### src/rtl/pcrc_pkg.sv
// Purpose: shared constants for the programmable crc engine with input fifo
// Assumes: one clock, SYS_CLK at 10 MHz, is also the shift clock
// Notes:   the instruction clock is taken as SYS_CLK divided by two
`default_nettype none
package pcrc_pkg;
	// clock figures
	localparam int          SYS_CLK_HZ        = 10_000_000;
	localparam int          SHIFT_PER_INSTR   = 2;             // shift clocks per instruction cycle
	// polynomial length field
	localparam int          LEN_W             = 4;
	localparam logic [3:0]  LEN_BYTE_MAX      = 4'h7;          // above this the fifo holds words
	// fill counter and limits
	localparam int          CNT_W             = 5;
	localparam logic [4:0]  FULL_WORDS        = 5'h08;
	localparam logic [4:0]  FULL_BYTES        = 5'h10;
	localparam logic [4:0]  INC_ONE           = 5'h01;
	localparam logic [4:0]  INC_TWO           = 5'h02;
	// fifo shape
	localparam int          FIFO_WIDTH        = 16;
	localparam int          FIFO_DEPTH        = 8;
	// control and status word layout
	localparam int          CS_CNT_LSB        = 8;
	localparam int          CS_CNT_MSB        = 12;
	localparam int          CS_FULL_BIT       = 7;
	localparam int          CS_EMPTY_BIT      = 6;
	localparam int          CS_GO_BIT         = 4;
	localparam int          CS_LEN_LSB        = 0;
	localparam int          CS_LEN_MSB        = 3;
	// reset and read values
	localparam logic [15:0] CRC_RST           = 16'h0000;
	localparam logic [15:0] DATA_READ_VALUE   = 16'h0000;
	localparam logic [7:0]  BYTE_RST          = 8'h00;
	localparam logic [4:0]  CNT_RST           = 5'h00;
	localparam logic [3:0]  DONE_RST          = 4'h0;
	localparam logic        EMPTY_RST         = 1'b1;
endpackage
`default_nettype wire

### src/rtl/pcrc_engine.sv
// Purpose: programmable crc generator fed by a byte or word fifo
// Assumes: one bit is shifted per SYS_CLK, the cpu strobes are one-cycle pulses
// Notes:   bytes are paired into fifo words; a lone byte waits in a staging slot
`timescale 1ns/1ns
`default_nettype none

// storage notes
// - the fifo always stores 16-bit words, whatever the length field says
// - byte mode keeps two bytes per word, high byte shifted first
// - a flush empties the pointers and may write slot zero in the same cycle
// - flush and push together leave exactly one word behind
// - a pop during a flush is dropped, the flushed data is gone anyway
// - ready drops only with all slots taken
// - the count field is one bit wider than the pointers
// - so full and empty are never confused
// - the storage array has no reset
// - stale words can sit on out_data while the count says empty, with out_valid low
//
// fifo of WIDTH x DEPTH words with valid and ready on both sides
module pcrc_fifo #(
	parameter int WIDTH = 16,
	parameter int DEPTH = 8
) (
	input  wire logic             clk,
	input  wire logic             rst,
	input  wire logic             flush,
	input  wire logic             in_valid,
	output logic                  in_ready,
	input  wire logic [WIDTH-1:0] in_data,
	output logic                  out_valid,
	input  wire logic             out_ready,
	output logic      [WIDTH-1:0] out_data
);
	localparam int AW = (DEPTH > 1) ? $clog2(DEPTH) : 1;

	typedef struct packed {
		logic [AW-1:0] rd;
		logic [AW-1:0] wr;
		logic [AW:0]   cnt;
	} pcrc_fifo_st_t;

	pcrc_fifo_st_t    st_ff;
	pcrc_fifo_st_t    nxt_st;
	logic [WIDTH-1:0] mem_ff [DEPTH];
	logic             do_push;
	logic             do_pop;

	// handshake is honest: ready only with a free slot, valid only with data
	assign in_ready  = (st_ff.cnt != (AW+1)'(DEPTH));
	assign out_valid = (st_ff.cnt != '0);
	assign out_data  = mem_ff[st_ff.rd];
	assign do_push   = in_valid && (in_ready || flush);
	assign do_pop    = out_valid && out_ready && !flush;

	// pointer and count update; flush drops everything, a push with it writes slot zero
	always_comb begin
		nxt_st = st_ff;
		if (flush) begin
			nxt_st.rd  = '0;
			nxt_st.wr  = do_push ? AW'(1 % DEPTH) : '0;
			nxt_st.cnt = do_push ? (AW+1)'(1) : '0;
		end else begin
			if (do_push) begin
				nxt_st.wr = (st_ff.wr == AW'(DEPTH-1)) ? '0 : AW'(st_ff.wr + 1'b1);
			end
			if (do_pop) begin
				nxt_st.rd = (st_ff.rd == AW'(DEPTH-1)) ? '0 : AW'(st_ff.rd + 1'b1);
			end
			nxt_st.cnt = (AW+1)'(st_ff.cnt + (do_push ? 1'b1 : 1'b0) - (do_pop ? 1'b1 : 1'b0));
		end
	end

	// state register
	always_ff @(posedge clk or posedge rst) begin
		if (rst) begin
			st_ff <= '0;
		end else begin
			st_ff <= nxt_st;
		end
	end

	// storage, no reset needed since count guards it
	always_ff @(posedge clk) begin
		if (do_push) begin
			mem_ff[flush ? AW'(0) : st_ff.wr] <= in_data;
		end
	end
endmodule // pcrc_fifo

// engine notes
// - one shift step per rising SYS_CLK edge, two per instruction cycle
// - the shift register is length bits wide, upper bits cleared by each shift step
// - the top term and the x0 term are wired, never taken from the taps
// - tap bits at or above the length have no effect
// - the element width is the length, upper bits of an element are ignored
// - an element takes length clocks; the count drops on its last bit
// - a partial element keeps its bit position while go is low
// - byte mode counts bytes, word mode counts words
// - a lone byte waits in a staging slot until its partner arrives
// - in byte mode a lone staged byte may be shifted on its own
// - in word mode a lone staged byte is never shifted
// - so the empty flag stays low until the pair completes
// - a write while full flushes fifo, stage and element progress
// - that write then counts from zero, the drain flag stays put
// - a direct preset beats a shift step in the same cycle
// - a drain flag set beats a clear in the same cycle
// - the fill count is not guarded against word writes near full
// - software is expected to watch the full flag before writing
//
// crc engine top
module pcrc_engine (
	input  wire logic        SYS_CLK,
	input  wire logic        RST,
	input  wire logic [3:0]  POLY_LENGTH_FIELD,
	input  wire logic [15:0] POLY_TAP_REGISTER,
	input  wire logic        SHIFTER_GO_BIT,
	input  wire logic        DRAIN_IRQ_ENABLE,
	input  wire logic        DRAIN_IRQ_CLEAR,
	input  wire logic        DATA_WR,
	input  wire logic        DATA_WR_WORD,
	input  wire logic [15:0] DATA_IN,
	output logic             DATA_WR_READY,
	output logic [15:0]      DATA_RD_VALUE,
	input  wire logic        SR_WR,
	input  wire logic [15:0] SR_WDATA,
	output logic [15:0]      SR_RDATA,
	output logic [4:0]       FIFO_FILL_COUNT,
	output logic             FIFO_FULL_FLAG,
	output logic             FIFO_EMPTY_FLAG,
	output logic [15:0]      CONTROL_STATUS_REGISTER,
	output logic             DRAIN_IRQ_FLAG,
	output logic             DRAIN_IRQ
);
	typedef struct packed {
		logic [15:0] crc;
		logic [4:0]  count;
		logic [7:0]  stage;
		logic        stage_valid;
		logic        half;
		logic [3:0]  done;
		logic        full;
		logic        empty;
		logic        irq;
	} pcrc_st_t;

	pcrc_st_t    st_ff;
	pcrc_st_t    nxt_st;
	logic        word_mode;
	logic        flush;
	logic        push_en;
	logic [15:0] push_data;
	logic        pop;
	logic        fifo_ready;
	logic        head_valid;
	logic [15:0] head_data;
	logic        can_shift;
	logic        from_stage;
	logic [15:0] elem;
	logic [3:0]  pos;
	logic        din;
	logic        fb;
	logic        last_bit;
	logic [4:0]  base;
	logic        stage_in;
	logic [4:0]  inc;
	logic        dec;
	logic        irq_set;
	logic [15:0] crc_step;

	pcrc_fifo #(
		.WIDTH (pcrc_pkg::FIFO_WIDTH),
		.DEPTH (pcrc_pkg::FIFO_DEPTH)
	) u_fifo (
		.clk       (SYS_CLK),
		.rst       (RST),
		.flush     (flush),
		.in_valid  (push_en),
		.in_ready  (fifo_ready),
		.in_data   (push_data),
		.out_valid (head_valid),
		.out_ready (pop),
		.out_data  (head_data)
	);

	// feedback is the top stage xor the incoming bit
	// the feedback enters stage zero directly
	// every other stage takes its lower neighbour
	// plus the feedback where its tap bit is set
	// stages above the length are cleared each step
	// one shift step; bits above the length read zero, tap bit zero unused
	assign fb = st_ff.crc[POLY_LENGTH_FIELD] ^ din;
	assign crc_step[0] = fb;
	for (genvar i = 1; i < 16; i++) begin : g_tap
		assign crc_step[i] = (i <= int'(POLY_LENGTH_FIELD)) ?
			(st_ff.crc[i-1] ^ (fb & POLY_TAP_REGISTER[i])) : 1'b0;
	end

	// next-state logic: cpu writes, serial shifting, flags
	always_comb begin
		nxt_st    = st_ff;
		word_mode = (POLY_LENGTH_FIELD > pcrc_pkg::LEN_BYTE_MAX);
		flush     = 1'b0;
		push_en   = 1'b0;
		push_data = DATA_IN;
		pop       = 1'b0;
		inc       = '0;
		dec       = 1'b0;
		irq_set   = 1'b0;
		stage_in  = st_ff.stage_valid;
		base      = st_ff.count;
		// a byte write either parks in the stage or completes a pair
		// a word write after a parked byte shifts the halves along
		// the high half of the new word completes the old pair
		// the low half becomes the new parked byte
		// the count increment follows the mode: bytes in byte mode, words in word mode
		// data port write; a write while full starts over from zero
		if (DATA_WR) begin
			if (st_ff.full) begin
				flush    = 1'b1;
				base     = pcrc_pkg::CNT_RST;
				stage_in = 1'b0;
				nxt_st.done = pcrc_pkg::DONE_RST;
				nxt_st.half = 1'b0;
			end
			nxt_st.stage_valid = stage_in;
			if (DATA_WR_WORD) begin
				push_en = 1'b1;
				inc     = word_mode ? pcrc_pkg::INC_ONE : pcrc_pkg::INC_TWO;
				if (stage_in) begin
					push_data    = {st_ff.stage, DATA_IN[15:8]};
					nxt_st.stage = DATA_IN[7:0];
				end
			end else if (stage_in) begin
				push_en            = 1'b1;
				push_data          = {st_ff.stage, DATA_IN[7:0]};
				nxt_st.stage_valid = 1'b0;
				inc                = pcrc_pkg::INC_ONE;
			end else begin
				nxt_st.stage       = DATA_IN[7:0];
				nxt_st.stage_valid = 1'b1;
				inc                = word_mode ? pcrc_pkg::CNT_RST : pcrc_pkg::INC_ONE;
			end
		end
		// the fifo head always comes before the staged byte
		// a staged byte is shifted only when nothing else waits
		// and only when no write is about to pair it
		// a half-shifted staged byte resumes from the fifo head after pairing
		// element source: fifo head, or a lone staged byte in byte mode only
		from_stage = !head_valid && !word_mode && st_ff.stage_valid && !DATA_WR;
		can_shift  = SHIFTER_GO_BIT && (st_ff.count != '0) && !flush &&
			(head_valid || from_stage);
		if (from_stage) begin
			elem = {8'h00, st_ff.stage};
		end else if (word_mode) begin
			elem = head_data;
		end else begin
			elem = {8'h00, (st_ff.half ? head_data[7:0] : head_data[15:8])};
		end
		pos      = 4'(POLY_LENGTH_FIELD - st_ff.done);
		din      = elem[pos];
		last_bit = (st_ff.done == POLY_LENGTH_FIELD);
		// done counts bits of the current element
		// half selects the byte within a word in byte mode
		// the head word pops after its last bit in word mode
		// or after its low byte in byte mode
		// one bit per SYS_CLK, two per instruction cycle
		if (can_shift) begin
			nxt_st.crc = crc_step;
			if (last_bit) begin
				dec         = 1'b1;
				nxt_st.done = pcrc_pkg::DONE_RST;
				if (from_stage) begin
					nxt_st.stage_valid = 1'b0;
				end else if (word_mode || st_ff.half) begin
					pop         = 1'b1;
					nxt_st.half = 1'b0;
				end else begin
					nxt_st.half = 1'b1;
				end
			end else begin
				nxt_st.done = 4'(st_ff.done + 1'b1);
			end
		end
		// direct preset of the shift register
		if (SR_WR) begin
			nxt_st.crc = SR_WDATA;
		end
		nxt_st.count = 5'(base + inc - {4'h0, dec});
		nxt_st.full  = (nxt_st.count == (word_mode ? pcrc_pkg::FULL_WORDS
			: pcrc_pkg::FULL_BYTES));
		nxt_st.empty = (nxt_st.count == '0) && !nxt_st.stage_valid;
		// the drain flag needs a shift step, so a flush never sets it
		// empty waits for the staging slot as well as the count
		// the interrupt output is the flag gated by the enable
		// drain event; a new event beats a clear in the same cycle
		irq_set = can_shift && (((st_ff.count != '0) && (nxt_st.count == '0)) ||
			(!st_ff.empty && nxt_st.empty));
		if (DRAIN_IRQ_CLEAR) begin
			nxt_st.irq = 1'b0;
		end
		if (irq_set) begin
			nxt_st.irq = 1'b1;
		end
	end

	// every field resets to a constant
	// the reset is asynchronous and acts on all fields at once
	// state register
	always_ff @(posedge SYS_CLK or posedge RST) begin
		if (RST) begin
			st_ff.crc         <= pcrc_pkg::CRC_RST;
			st_ff.count       <= pcrc_pkg::CNT_RST;
			st_ff.stage       <= pcrc_pkg::BYTE_RST;
			st_ff.stage_valid <= 1'b0;
			st_ff.half        <= 1'b0;
			st_ff.done        <= pcrc_pkg::DONE_RST;
			st_ff.full        <= 1'b0;
			st_ff.empty       <= pcrc_pkg::EMPTY_RST;
			st_ff.irq         <= 1'b0;
		end else begin
			st_ff <= nxt_st;
		end
	end

	// data outputs come straight from flops, save the data read, a constant zero
	// ready and the status view are combinational
	// outputs
	assign DATA_WR_READY   = fifo_ready;
	assign DATA_RD_VALUE   = pcrc_pkg::DATA_READ_VALUE;
	assign SR_RDATA        = st_ff.crc;
	assign FIFO_FILL_COUNT = st_ff.count;
	assign FIFO_FULL_FLAG  = st_ff.full;
	assign FIFO_EMPTY_FLAG = st_ff.empty;
	assign DRAIN_IRQ_FLAG  = st_ff.irq;
	assign DRAIN_IRQ       = st_ff.irq && DRAIN_IRQ_ENABLE;

	// go and length bits echo the inputs
	// control and status view, unused bits read zero
	always_comb begin
		CONTROL_STATUS_REGISTER = 16'h0000;
		CONTROL_STATUS_REGISTER[pcrc_pkg::CS_CNT_MSB:pcrc_pkg::CS_CNT_LSB] = st_ff.count;
		CONTROL_STATUS_REGISTER[pcrc_pkg::CS_FULL_BIT]  = st_ff.full;
		CONTROL_STATUS_REGISTER[pcrc_pkg::CS_EMPTY_BIT] = st_ff.empty;
		CONTROL_STATUS_REGISTER[pcrc_pkg::CS_GO_BIT]    = SHIFTER_GO_BIT;
		CONTROL_STATUS_REGISTER[pcrc_pkg::CS_LEN_MSB:pcrc_pkg::CS_LEN_LSB] = POLY_LENGTH_FIELD;
	end
endmodule // pcrc_engine
`default_nettype wire

### config.mk
export PLATFORM = sky130hd
export DESIGN_NAME = pcrc_engine
export DESIGN_NICKNAME = d
export VERILOG_FILES = /design/src/rtl/pcrc_pkg.sv /design/src/rtl/pcrc_engine.sv
export SDC_FILE = /design/constraint.sdc
export NUM_CORES = 1
export LEC_CHECK = 0
export BUFFER_PORTS_ARGS = -buffer_cell sky130_fd_sc_hd__clkbuf_2
export CAP_MARGIN = 20
export CELL_PAD_IN_SITES_DETAIL_PLACEMENT = 1
export CELL_PAD_IN_SITES_GLOBAL_PLACEMENT = 2
export CORE_AREA = 5 5 169 171
export CTS_BUF_LIST = sky130_fd_sc_hd__clkbuf_2 sky130_fd_sc_hd__clkbuf_4 sky130_fd_sc_hd__clkbuf_8
export DETAILED_ROUTE_END_ITERATION = 10
export DIE_AREA = 0 0 174 176
export PLACE_DENSITY_LB_ADDON = 0.12
export SETUP_SLACK_MARGIN = 0.15
export SYNTH_ARGS = -nofsm -noshare
export SYNTH_HDL_FRONTEND = slang
export SYNTH_SLANG_ARGS = --single-unit
### constraint.sdc
create_clock -name SYS_CLK -period 3.2 [get_ports SYS_CLK]
set_input_delay 0.48 -clock SYS_CLK [delete_from_list [all_inputs] [get_ports SYS_CLK]]
set_output_delay 0.48 -clock SYS_CLK [all_outputs]
set_load 0.01 [all_outputs]
# ---- After elaboration in Yosys (flattened, before gate mapping)
# Memory sizes are Yosys's and may differ from the RTL's.
# Index checks and enable logic that the tools add are counted.
# Widths: inputs -> output; s select.
dict set report classes {
  addsub 8
  order_cmp 18
  eq_ne 7
  muxes 75
  n_bitwise 31
  n_reduce_logical 35
}
# operator n
set ops {}
lappend ops {{$mux 16} 8}
lappend ops {{$mux 1} 44}
lappend ops {{$le 4x4->1 const A} 8}
lappend ops {{$mux 8} 4}
lappend ops {{$mux 5} 4}
lappend ops {{$le 3x4->1 const A} 4}
lappend ops {{$xor 1x1->1} 16}
lappend ops {{$and 1x1->1} 15}
lappend ops {{$mux 3} 5}
lappend ops {{$logic_and 1x1->1} 14}
lappend ops {{$mux 6} 2}
lappend ops {{$reduce_bool 2->1} 6}
lappend ops {{$lt 4x5->1 const B} 2}
lappend ops {{$mux 10} 1}
lappend ops {{$bmux 1 s4} 2}
lappend ops {{$le 2x4->1 const A} 2}
lappend ops {{$mux 2} 4}
lappend ops {{$sub 4x4->4} 2}
lappend ops {{$add 3x1->3 const B} 2}
lappend ops {{$eq 3x3->1 const B} 2}
lappend ops {{$logic_not 1->1} 6}
lappend ops {{$add 5x5->5} 1}
lappend ops {{$eq 5x5->1} 1}
lappend ops {{$logic_not 5->1} 1}
lappend ops {{other kinds (15)} 18}
dict set report totals {
  reg_bits 48
  ram_bits 128
  word_cells 187
  n_memories 1
}
# memory words word_bits read_ports rd_ports_with_merged_regs write_ports line_no
set memory_table {}
lappend memory_table {u_fifo.mem_ff 8 16 1 0 1 pcrc_engine.sv:44} ;# logic [WIDTH-1:0] mem_ff [DEPTH];

# ---- Logic depth before layout (Yosys ltp)
# Gate-level depths: netlist (run 1).
dict set report depth {
  depth_word 15
  mapped_depth 19
  ltp_nobuf 18
}

# ---- Hierarchy
# Synthesis (run 1) repeated with hierarchy kept, for this count alone.
dict set report unflattened {
  cells_unflattened 747
  area_unflattened_um2 9525.4
}
# mod n_inst cells_each area_per_inst_um2 seq_area_each_um2
set by_module_without_submodules {}
lappend by_module_without_submodules {pcrc_fifo 1 298 5606.6 4093.9}
lappend by_module_without_submodules {pcrc_engine 1 449 3918.8 952.2}

# ---- Worst setup path before layout (run 1)
# Ideal clock, no wire load.
dict set report synth_timing {
  kind {in2reg}
  startpoint {in POLY_LENGTH_FIELD[0]}
  endpoint {reg st_ff (netlist bit DRAIN_IRQ_FLAG)}
  arrival_ns 3.827
  t_required_ns 3.117
  path_slack_ns -0.710
  path_stages 16
  path_buffers 3
  cell_sequence {clkbuf_1 > inv_1 > ha_1 > clkbuf_1 > clkbuf_1 > nand2_1 > nor2_1 > ha_1 > inv_1 > ha_1 > inv_1 > fa_1 > inv_1 > or3_1 > or3_1 > o22ai_1}
}
# item line_no
set synth_rtl {}
lappend synth_rtl {{start, declared} pcrc_engine.sv:114} ;# input wire logic [3:0] POLY_LENGTH_FIELD,
lappend synth_rtl {{end signal, assigned} pcrc_engine.sv:321} ;# st_ff <= nxt_st;
lappend synth_rtl {{end, declared} pcrc_engine.sv:146} ;# pcrc_st_t st_ff;

# ---- Worst setup path after layout (run 1)
dict set report layout_timing {
  startpoint {reg st_ff[3] in the netlist's numbering}
  endpoint {reg st_ff (netlist bit SR_RDATA[1])}
}
dict set report layout_via {
  elab_chain_len 9
}
# item line_no
set layout_lines {}
lappend layout_lines {{$sub 4x4->4} pcrc_engine.sv:259} ;# pos = 4'(POLY_LENGTH_FIELD - st_ff.done);
lappend layout_lines {{$bmux 1 s4} pcrc_engine.sv:260} ;# din = elem[pos];
lappend layout_lines {{$mux 1 (not written as such)} pcrc_engine.sv:260}
lappend layout_lines {{$xor 1x1->1} pcrc_engine.sv:191} ;# assign fb = st_ff.crc[POLY_LENGTH_FIELD] ^ din;
lappend layout_lines {{$and 1x1->1} pcrc_engine.sv:195} ;# (st_ff.crc[i-1] ^ (fb & POLY_TAP_REGISTER[i])) : 1'b0;
lappend layout_lines {{$xor 1x1->1} pcrc_engine.sv:195}
lappend layout_lines {{$mux 1} pcrc_engine.sv:194} ;# assign crc_step[i] = (i <= int'(POLY_LENGTH_FIELD)) ?
lappend layout_lines {{$mux 16} pcrc_engine.sv:267} ;# if (can_shift) begin
lappend layout_lines {{$mux 16} pcrc_engine.sv:285} ;# if (SR_WR) begin
# No other way between the ends. The select of a mux whose other input is x is not followed.
# A chain may end at the register's enable or synchronous reset.

==> metrics.log, run 1 <==
[metrics] Static Leak: between 4 and 5 nW
[metrics] placed instance count: between 1000 and 1500
[metrics] library cell with the highest instance count after synthesis: sky130_fd_sc_hd__edfxtp_1
[metrics] die width: 174 um
[metrics] number of different library cells in the post-synthesis netlist: between 50 and 60
[metrics] maximum number of pins on one net before global-route repair: 39
[metrics] Critical path destination: SR_RDATA[1]
[metrics] clk root buf: sky130_fd_sc_hd__clkbuf_8
[metrics] power density over the cells: 908 mW/mm2
[metrics] post-layout utilization of the core: 0.426
[metrics] post-route insts no fill: between 1000 and 1500
[metrics] class of the tightest hold or removal check: in2async
[metrics] Pins Over Slew Limit: 0
[metrics] total clock buffers created by CTS: 17
[metrics] Final GP Congestion: 0.826
[metrics] kind of launch point of the worst setup path: register
[metrics] chip height: between 150 and 200 um
[metrics] worst-margin pin slew: roughly 800 ps
[metrics] predominant post-synthesis flop cell: sky130_fd_sc_hd__edfxtp_1
[metrics] core region area: about 0.027 mm2
[metrics] first-pass GRT wire length: 42.6 mm
[metrics] total number of nets in the final design: roughly 1000
[metrics] Tmin final: about 3200 ps
[metrics] leading area contributor after synthesis: sky130_fd_sc_hd__edfxtp_1
[metrics] Fill cells: ~2900
[metrics] via count of the first global-routing pass: 7482
[metrics] count of cells along the worst register-to-register path: 14
[metrics] mean cell area of the mapped netlist: approximately 11 um2
[metrics] number of max-cap violations: 0
[metrics] highest attainable clock frequency: around 320 MHz
[metrics] run status: finished, final reports clean
[metrics] number of storage elements in the synthesis netlist: roughly 180
[metrics] vias per cell: ~5.3
[metrics] share of layout cells above drive strength 1: 0.315
[metrics] most common library cells after synthesis: sky130_fd_sc_hd__edfxtp_1, sky130_fd_sc_hd__nand2_1, sky130_fd_sc_hd__buf_4
[metrics] total number of vias: between 6000 and 7000
[metrics] Top-Level Pins: ~120
[metrics] effective utilization at floorplan: 0.357
[metrics] Post-route DRC: 0
[metrics] Crit Path Max Fanout: 9
[metrics] destination of the worst register-to-register timing path: SR_RDATA[1]
[metrics] worst-case register-to-register setup slack: between 40 and 50 ps
[metrics] number of setup violations in the final report: 0
[metrics] area growth from synthesis to layout: 19.4%
[metrics] arrival time of the worst setup path: around 3500 ps
[metrics] CTS tree: built
[metrics] synthesized instance count: ~830
[metrics] initial antenna violation count: 0
[metrics] largest cells by area after synthesis: sky130_fd_sc_hd__edfxtp_1, sky130_fd_sc_hd__dfrtp_1, sky130_fd_sc_hd__mux2i_1
[metrics] share of the synthesized area in the top cell type: 0.403
[metrics] H-tree depth reported by CTS: 4
[metrics] count of hold buffers inserted by post-cts repair: 0
[metrics] CTS Sinks: roughly 180
[metrics] clock insertion delay at the later pin of the skew report: around 470 ps
[metrics] WL per Instance: between 20 and 25 um
[metrics] launch point of the worst reg-to-reg path: st_ff[3]
[metrics] peak supply drop: 0.363 mV
[metrics] HPWL after detailed placement: between 15 and 20 mm
[metrics] fraction of the yosys area taken by sequential cells: 0.530
[metrics] DRT antenna net count: 0
[metrics] class of the most critical setup path: reg2reg
[metrics] overall power consumption: between 0.01 and 0.015 W
[metrics] tightest slew margin relative to the limit: 0.464
[metrics] total wire length after detailed routing: about 28 mm
[metrics] number of synthesized flops with an enable pin: around 130
[metrics] number of iterations in the first detailed-routing pass: 7
[metrics] async set or reset register ratio after synthesis: 0.273
[metrics] count of synthesis-stage warnings from yosys: 0
[metrics] period utilization: 0.985
[metrics] Std-Cell Rows: 60
[metrics] post-route setup slack: 49.4 ps
[metrics] clock-pin slew reported for the worst setup and hold paths after clock tree synthesis: roughly 110 ps
[metrics] number of inserted diodes: 0
[metrics] area of the die: 0.0306 mm2
[metrics] global-route usage over all layers: 0.177
[metrics] sort of element at the end of the critical path: register
[metrics] number of DRC violations after detailed-routing iteration 0: slightly below 400
[metrics] count of endpoints failing hold in the final timing report: 0
[metrics] Syn Std Cell Area: between 0.009 and 0.01 mm2
[metrics] origin of the worst setup path: st_ff[3]
[metrics] number of input and output port buffers inserted: 96
[metrics] RSZ-0062 raised after global routing: true
[metrics] worst endpoint required time: around 3600 ps
[metrics] worst-case clock skew: 16.7 ps
[metrics] aggregate global routing overflow: 0
[metrics] deepest clock path buffer count: 2
[metrics] pre-CTS setup slack: -199 ps
[cell families (layout without fill, tap and decap cells)]
kind of cell / after synthesis / in the layout / synth area share
fa+ha+maj: 24 / 24 / 0.0339
buf+inv: 126 / 247 / 0.0742
flops: 176 / 176 / 0.530
xor+xnor: 11 / 11 / 0.0101
simple gates: 269 / 269 / 0.139
mux: 88 / 88 / 0.114
compound gates: 139 / 139 / 0.0988
other cells: 1 / 20 / 0.000394
[layer usage]
layer,part of all wire,global-route usage,wire length (um),vias up
met4,0.013,0.0376,354,0
met2,0.49,0.305,13400,124
met3,0.029,0.0244,799,25
li1,-,-,-,3255
met5,0,0,0,-
met1,0.47,0.241,12900,3587
[critical path, stage by stage, from the launching register on]
cell                        delay (ps)
sky130_fd_sc_hd__dfrtp_1           430
sky130_fd_sc_hd__ha_4              180
sky130_fd_sc_hd__fa_2              500
sky130_fd_sc_hd__buf_4             200
sky130_fd_sc_hd__or3_1             380
sky130_fd_sc_hd__o22a_1            220
sky130_fd_sc_hd__o2111ai_2         110
sky130_fd_sc_hd__a221oi_4          100
sky130_fd_sc_hd__buf_12            150
sky130_fd_sc_hd__buf_12            130
sky130_fd_sc_hd__buf_6             120
sky130_fd_sc_hd__buf_4             130
sky130_fd_sc_hd__and3_4            140
sky130_fd_sc_hd__a311oi_2          180
sky130_fd_sc_hd__nand2_1            70
[layout make-up]
type	count	area (um2)	area share
Multi-Input combinational cell	551	4100	0.360
Timing Repair Buffer	180	1230	0.109
Tap cell	341	427	0.0375
Clock buffer	17	234	0.0206
Clock inverter	15	205	0.0180
Sequential cell	176	5050	0.444
Inverter	35	131	0.0115
[cell usage in the layout, fill, tap and decap left out, types with 7 or more instances in the layout]
cell,n
sky130_fd_sc_hd__a211oi_1,14
sky130_fd_sc_hd__a21oi_1,24
sky130_fd_sc_hd__a22oi_1,16
sky130_fd_sc_hd__a31oi_1,9
sky130_fd_sc_hd__and2_1,12
sky130_fd_sc_hd__and3_1,10
sky130_fd_sc_hd__buf_12,7
sky130_fd_sc_hd__buf_4,71
sky130_fd_sc_hd__clkbuf_2,96
sky130_fd_sc_hd__clkbuf_8,17
sky130_fd_sc_hd__conb_1,20
sky130_fd_sc_hd__dfrtp_1,46
sky130_fd_sc_hd__edfxtp_1,128
sky130_fd_sc_hd__ha_1,17
sky130_fd_sc_hd__inv_1,29
sky130_fd_sc_hd__mux2_2,26
sky130_fd_sc_hd__mux2i_1,48
sky130_fd_sc_hd__mux4_2,14
sky130_fd_sc_hd__nand2_1,102
sky130_fd_sc_hd__nand2b_1,7
sky130_fd_sc_hd__nand3_1,12
sky130_fd_sc_hd__nor2_1,45
sky130_fd_sc_hd__nor2b_1,11
sky130_fd_sc_hd__nor3_1,9
sky130_fd_sc_hd__nor3b_1,9
sky130_fd_sc_hd__nor4_1,10
sky130_fd_sc_hd__o21ai_0,28
[flip-flops by register name, summed over array words and instances (netlist names)]
register         flops
u_fifo.mem_ff      128
u_fifo.st_ff        10
FIFO_FULL_FLAG       1
FIFO_FILL_COUNT      5
FIFO_EMPTY_FLAG      1
DRAIN_IRQ_FLAG       1
st_ff               14
SR_RDATA            16
[how the worst min path moves through the flow]
stage	endpoint	slack, ps	cells after the start
global placement	st_ff[6]	490	1
finish	u_fifo.st_ff[2]	110	2
detailed placement	st_ff[6]	510	1
global route	u_fifo.st_ff[2]	170	2
floorplan	st_ff[6]	470	1
CTS	u_fifo.st_ff[2]	120	2
[stage by stage]
stage	hold slack [ps]	area [um2]	TNS (ps)
floorplan	468	9720	-164
global placement	492	10600	-1840
detailed placement	515	10600	-2220
CTS	124	11100	-23.2
global route	168	11400	-737
finish	112	11400	0
[power by group]
group | switching, W | internal [W]
sequential | 0.000382 | 0.00305
combinational | 0.00274 | 0.00248
clock | 0.000999 | 0.000683
[repair_timing]
action                     in CTS  in global routing
gates resized for setup        13                 32
cloned                          0                  1
pin swaps                       6                 20
buffers inserted                5                  9
setup endpoints to repair      19                 21
No activity file was read; power rests on OpenSTA's default activity.
==> run 2, diff against run 1 <==
--- a/config.mk
+++ b/config.mk
@@ -9,10 +9,10 @@
 export CAP_MARGIN = 20
 export CELL_PAD_IN_SITES_DETAIL_PLACEMENT = 1
 export CELL_PAD_IN_SITES_GLOBAL_PLACEMENT = 2
-export CORE_AREA = 5 5 169 171
+export CORE_AREA = 5 5 161 163
 export CTS_BUF_LIST = sky130_fd_sc_hd__clkbuf_2 sky130_fd_sc_hd__clkbuf_4 sky130_fd_sc_hd__clkbuf_8
 export DETAILED_ROUTE_END_ITERATION = 10
-export DIE_AREA = 0 0 174 176
+export DIE_AREA = 0 0 166 168
 export PLACE_DENSITY_LB_ADDON = 0.12
 export SETUP_SLACK_MARGIN = 0.15
 export SYNTH_ARGS = -nofsm -noshare
==> constraint.sdc (replaced) <==
create_clock -name SYS_CLK -period 3.6 [get_ports SYS_CLK]
set_input_delay 0.54 -clock SYS_CLK [delete_from_list [all_inputs] [get_ports SYS_CLK]]
set_output_delay 0.54 -clock SYS_CLK [all_outputs]
set_load 0.01 [all_outputs]
==> metrics.log, run 2 (synthesized netlist as in run 1, its figures left out) <==
[metrics] clock insertion delay at the later pin of the skew report: 470 ps (about the same)
[metrics] Final TNS setup: 0 ps (unchanged)
[metrics] core region area: 0.0242 mm2 (-9.5%)
[metrics] launch point of the worst reg-to-reg path: FIFO_FILL_COUNT[2]
[metrics] Crit Path Max Fanout: 3 (-6)
[metrics] Final GP Congestion: 0.833 (+0.91%)
[metrics] tightest slew margin relative to the limit: 0.296 (-0.168)
[metrics] share of total power in sequential cells: 0.373 (+0.041)
[metrics] Std-Cell Rows: 57 (-5.0%)
[metrics] kind of launch point of the worst setup path: register
[metrics] largest register by flop count: u_fifo.mem_ff
[metrics] Tmin final: 3380 ps (+234 ps)
[metrics] HPWL after detailed placement: 19.1 mm (-2.0%)
[metrics] Static Leak: 4.18 nW (-4.8%)
[metrics] area of the die: 0.0279 mm2 (-8.9%)
[metrics] Critical path destination: DRAIN_IRQ_FLAG
[metrics] chip height: 168 um (-4.5%)
[metrics] post-layout utilization of the core: 0.449 (+0.0227)
[metrics] switching fraction of total power: 0.414 (+0.0154)
[metrics] H-tree depth reported by CTS: 4 (unchanged)
[metrics] arrival time of the worst setup path: 3780 ps (+270 ps)
[metrics] DRT antenna net count: 0 (unchanged)
[metrics] power density over the cells: 765 mW/mm2 (-16%)
[metrics] class of the most critical setup path: reg2reg
[metrics] count of endpoints failing hold in the final timing report: 0 (unchanged)
[metrics] destination of the worst register-to-register timing path: DRAIN_IRQ_FLAG
[metrics] share of layout cells above drive strength 1: 0.268 (-0.0474)
[metrics] peak supply drop: 0.429 mV (+18%)
[metrics] CTS Sinks: 176 (unchanged)
[metrics] via count of the first global-routing pass: 7420 (-0.83%)
[metrics] worst-case register-to-register setup slack: 220 ps (+170 ps)
[metrics] CTS tree: built
[metrics] Pins Over Slew Limit: 0 (unchanged)
[metrics] Top-Level Pins: 118 (unchanged)
[metrics] number of inserted diodes: 0 (unchanged)
[metrics] count of cells along the worst register-to-register path: 12 (-2)
[metrics] number of setup violations in the final report: 0 (unchanged)
[metrics] clock-pin slew reported for the worst setup and hold paths after clock tree synthesis: 100 ps (about the same)
[metrics] sort of element at the end of the critical path: register
[metrics] origin of the worst setup path: FIFO_FILL_COUNT[2]
[metrics] maximum number of pins on one net before global-route repair: 39 (unchanged)
[metrics] internal power: 0.00486 W (-22%)
[metrics] vias per cell: 5.41 (+1.7%)
[metrics] placed instance count: 1227 (-3.2%)
[metrics] count of hold buffers inserted by post-cts repair: 0 (unchanged)
[metrics] overall power consumption: 0.00830 W (-20%)
[metrics] power share of the clock group: 0.167 (+0.004)
[metrics] Post-route DRC: 0 (unchanged)
[metrics] number of iterations in the first detailed-routing pass: 5 (-2)
[metrics] net switching component of the power: 0.00344 W (-17%)
[metrics] total wire length after detailed routing: 27.2 mm (-1.1%)
[metrics] period utilization: 0.940 (-0.0445)
[metrics] post-route setup slack: 216 ps (+166 ps)
[metrics] aggregate global routing overflow: 0 (unchanged)
[metrics] WL per Instance: 21.5 um (+2.8%)
[metrics] first-pass GRT wire length: 42.2 mm (-0.96%)
[metrics] max FFs per register: 128 (unchanged)
[metrics] effective utilization at floorplan: 0.394 (+0.0376)
[metrics] die width: 166 um (-4.6%)
[metrics] total number of nets in the final design: 1012 (-3.2%)
[metrics] area growth from synthesis to layout: 13.8%
[metrics] number of max-cap violations: 0 (unchanged)
[metrics] RSZ-0062 raised after global routing: false
[metrics] number of DRC violations after detailed-routing iteration 0: 374 (-5.8%)
[metrics] most common library cell in the layout ignoring fill and taps: sky130_fd_sc_hd__edfxtp_1
[metrics] worst-margin pin slew: 1050 ps (+250 ps)
[metrics] worst-case clock skew: 13.3 ps (-3.38 ps)
[metrics] total number of vias: 6838 (-2.2%)
[metrics] number of input and output port buffers inserted: 96 (unchanged)
[metrics] clk root buf: sky130_fd_sc_hd__clkbuf_8
[metrics] deepest clock path buffer count: 2 (unchanged)
[metrics] most frequent cells in the layout: sky130_fd_sc_hd__edfxtp_1, sky130_fd_sc_hd__nand2_1, sky130_fd_sc_hd__clkbuf_2, sky130_fd_sc_hd__buf_4
[metrics] post-route insts no fill: 1265 (-3.8%)
[metrics] run status: finished, final reports clean
[metrics] highest attainable clock frequency: 295 MHz (-6.9%)
[metrics] total clock buffers created by CTS: 17 (unchanged)
[metrics] pre-CTS setup slack: 2.99 ps (+202 ps)
[metrics] class of the tightest hold or removal check: in2async
[metrics] initial antenna violation count: 0 (unchanged)
[metrics] global-route usage over all layers: 0.192 (+0.0153)
[metrics] worst endpoint required time: 4000 ps (+440 ps)
[metrics] combinational share of power: 0.461 (-0.044)
[run 2: cell types whose count changed in the layout (fill, tap and decap cells not counted), sizes merged]
cell	previous run	this run
bufinv	1	0
clkinvlp	2	0
buf	83	51
inv	42	43
clkinv	5	6
[run 2: power by group through the flow]
stage | logic (W) | registers (W) | clock network (W)
3_3_place_gp | 0.00346 | 0.00310 | 0
3_5_place_dp | 0.00362 | 0.00314 | 0
5_1_grt | 0.00416 | 0.00315 | 0.00152
6_report | 0.00382 | 0.00309 | 0.00138
2_1_floorplan | 0.00263 | 0.00298 | 0
4_1_cts | 0.00366 | 0.00310 | 0.00142
[run 2: cell type report]
| cell class | count | area [um2] |
|---|---|---|
| clock buffer | 18 | 241 |
| clock inverter | 14 | 160 |
| fill | 2596 | 13300 |
| inverter | 35 | 131 |
| multi-input combinational | 551 | 3970 |
| sequential | 176 | 5050 |
| tap | 324 | 405 |
| timing repair buffer | 147 | 888 |
[run 2: critical path, cell delays in order, from the launching register on]
cell and delay [ps]:
sky130_fd_sc_hd__dfrtp_2 430, sky130_fd_sc_hd__or4_4 560, sky130_fd_sc_hd__o221ai_4 230, sky130_fd_sc_hd__nor2_4 70
sky130_fd_sc_hd__ha_4 230, sky130_fd_sc_hd__inv_1 60, sky130_fd_sc_hd__ha_2 180, sky130_fd_sc_hd__inv_1 60
sky130_fd_sc_hd__fa_2 560, sky130_fd_sc_hd__inv_1 60, sky130_fd_sc_hd__or3_4 390, sky130_fd_sc_hd__or3_4 390
sky130_fd_sc_hd__o22ai_2 90
[run 2: worst min path at each step]
stage	slack (ps)	endpoint	depth (start not counted)
detailed placement	490	st_ff[6]	1
CTS	140	FIFO_FILL_COUNT[3]	2
global route	180	FIFO_FILL_COUNT[3]	2
global placement	490	st_ff[6]	1
floorplan	470	st_ff[6]	1
finish	130	FIFO_FILL_COUNT[3]	2
[run 2: timing repair]
action | 4_1_cts | 5_1_grt
setup endpoints to repair | 2 | 7
pin swaps | 0 | 8
gates resized for setup | 2 | 20
gates cloned | 0 | 0
buffers inserted | 1 | 5
[run 2: metal layers]
metal	vias to the layer above	part of all wire	global-route usage
met4	0	0.012	0.0456
met2	131	0.51	0.339
li1	3188	-	-
met5	-	0	0
met3	25	0.032	0.0270
met1	3494	0.45	0.253
[run 2: through the flow]
step	instance area (um2)	hold WS [ps]
2_1_floorplan	9630	468
3_3_place_gp	10300	491
3_5_place_dp	10300	492
4_1_cts	10700	143
5_1_grt	10800	178
6_report	10800	134
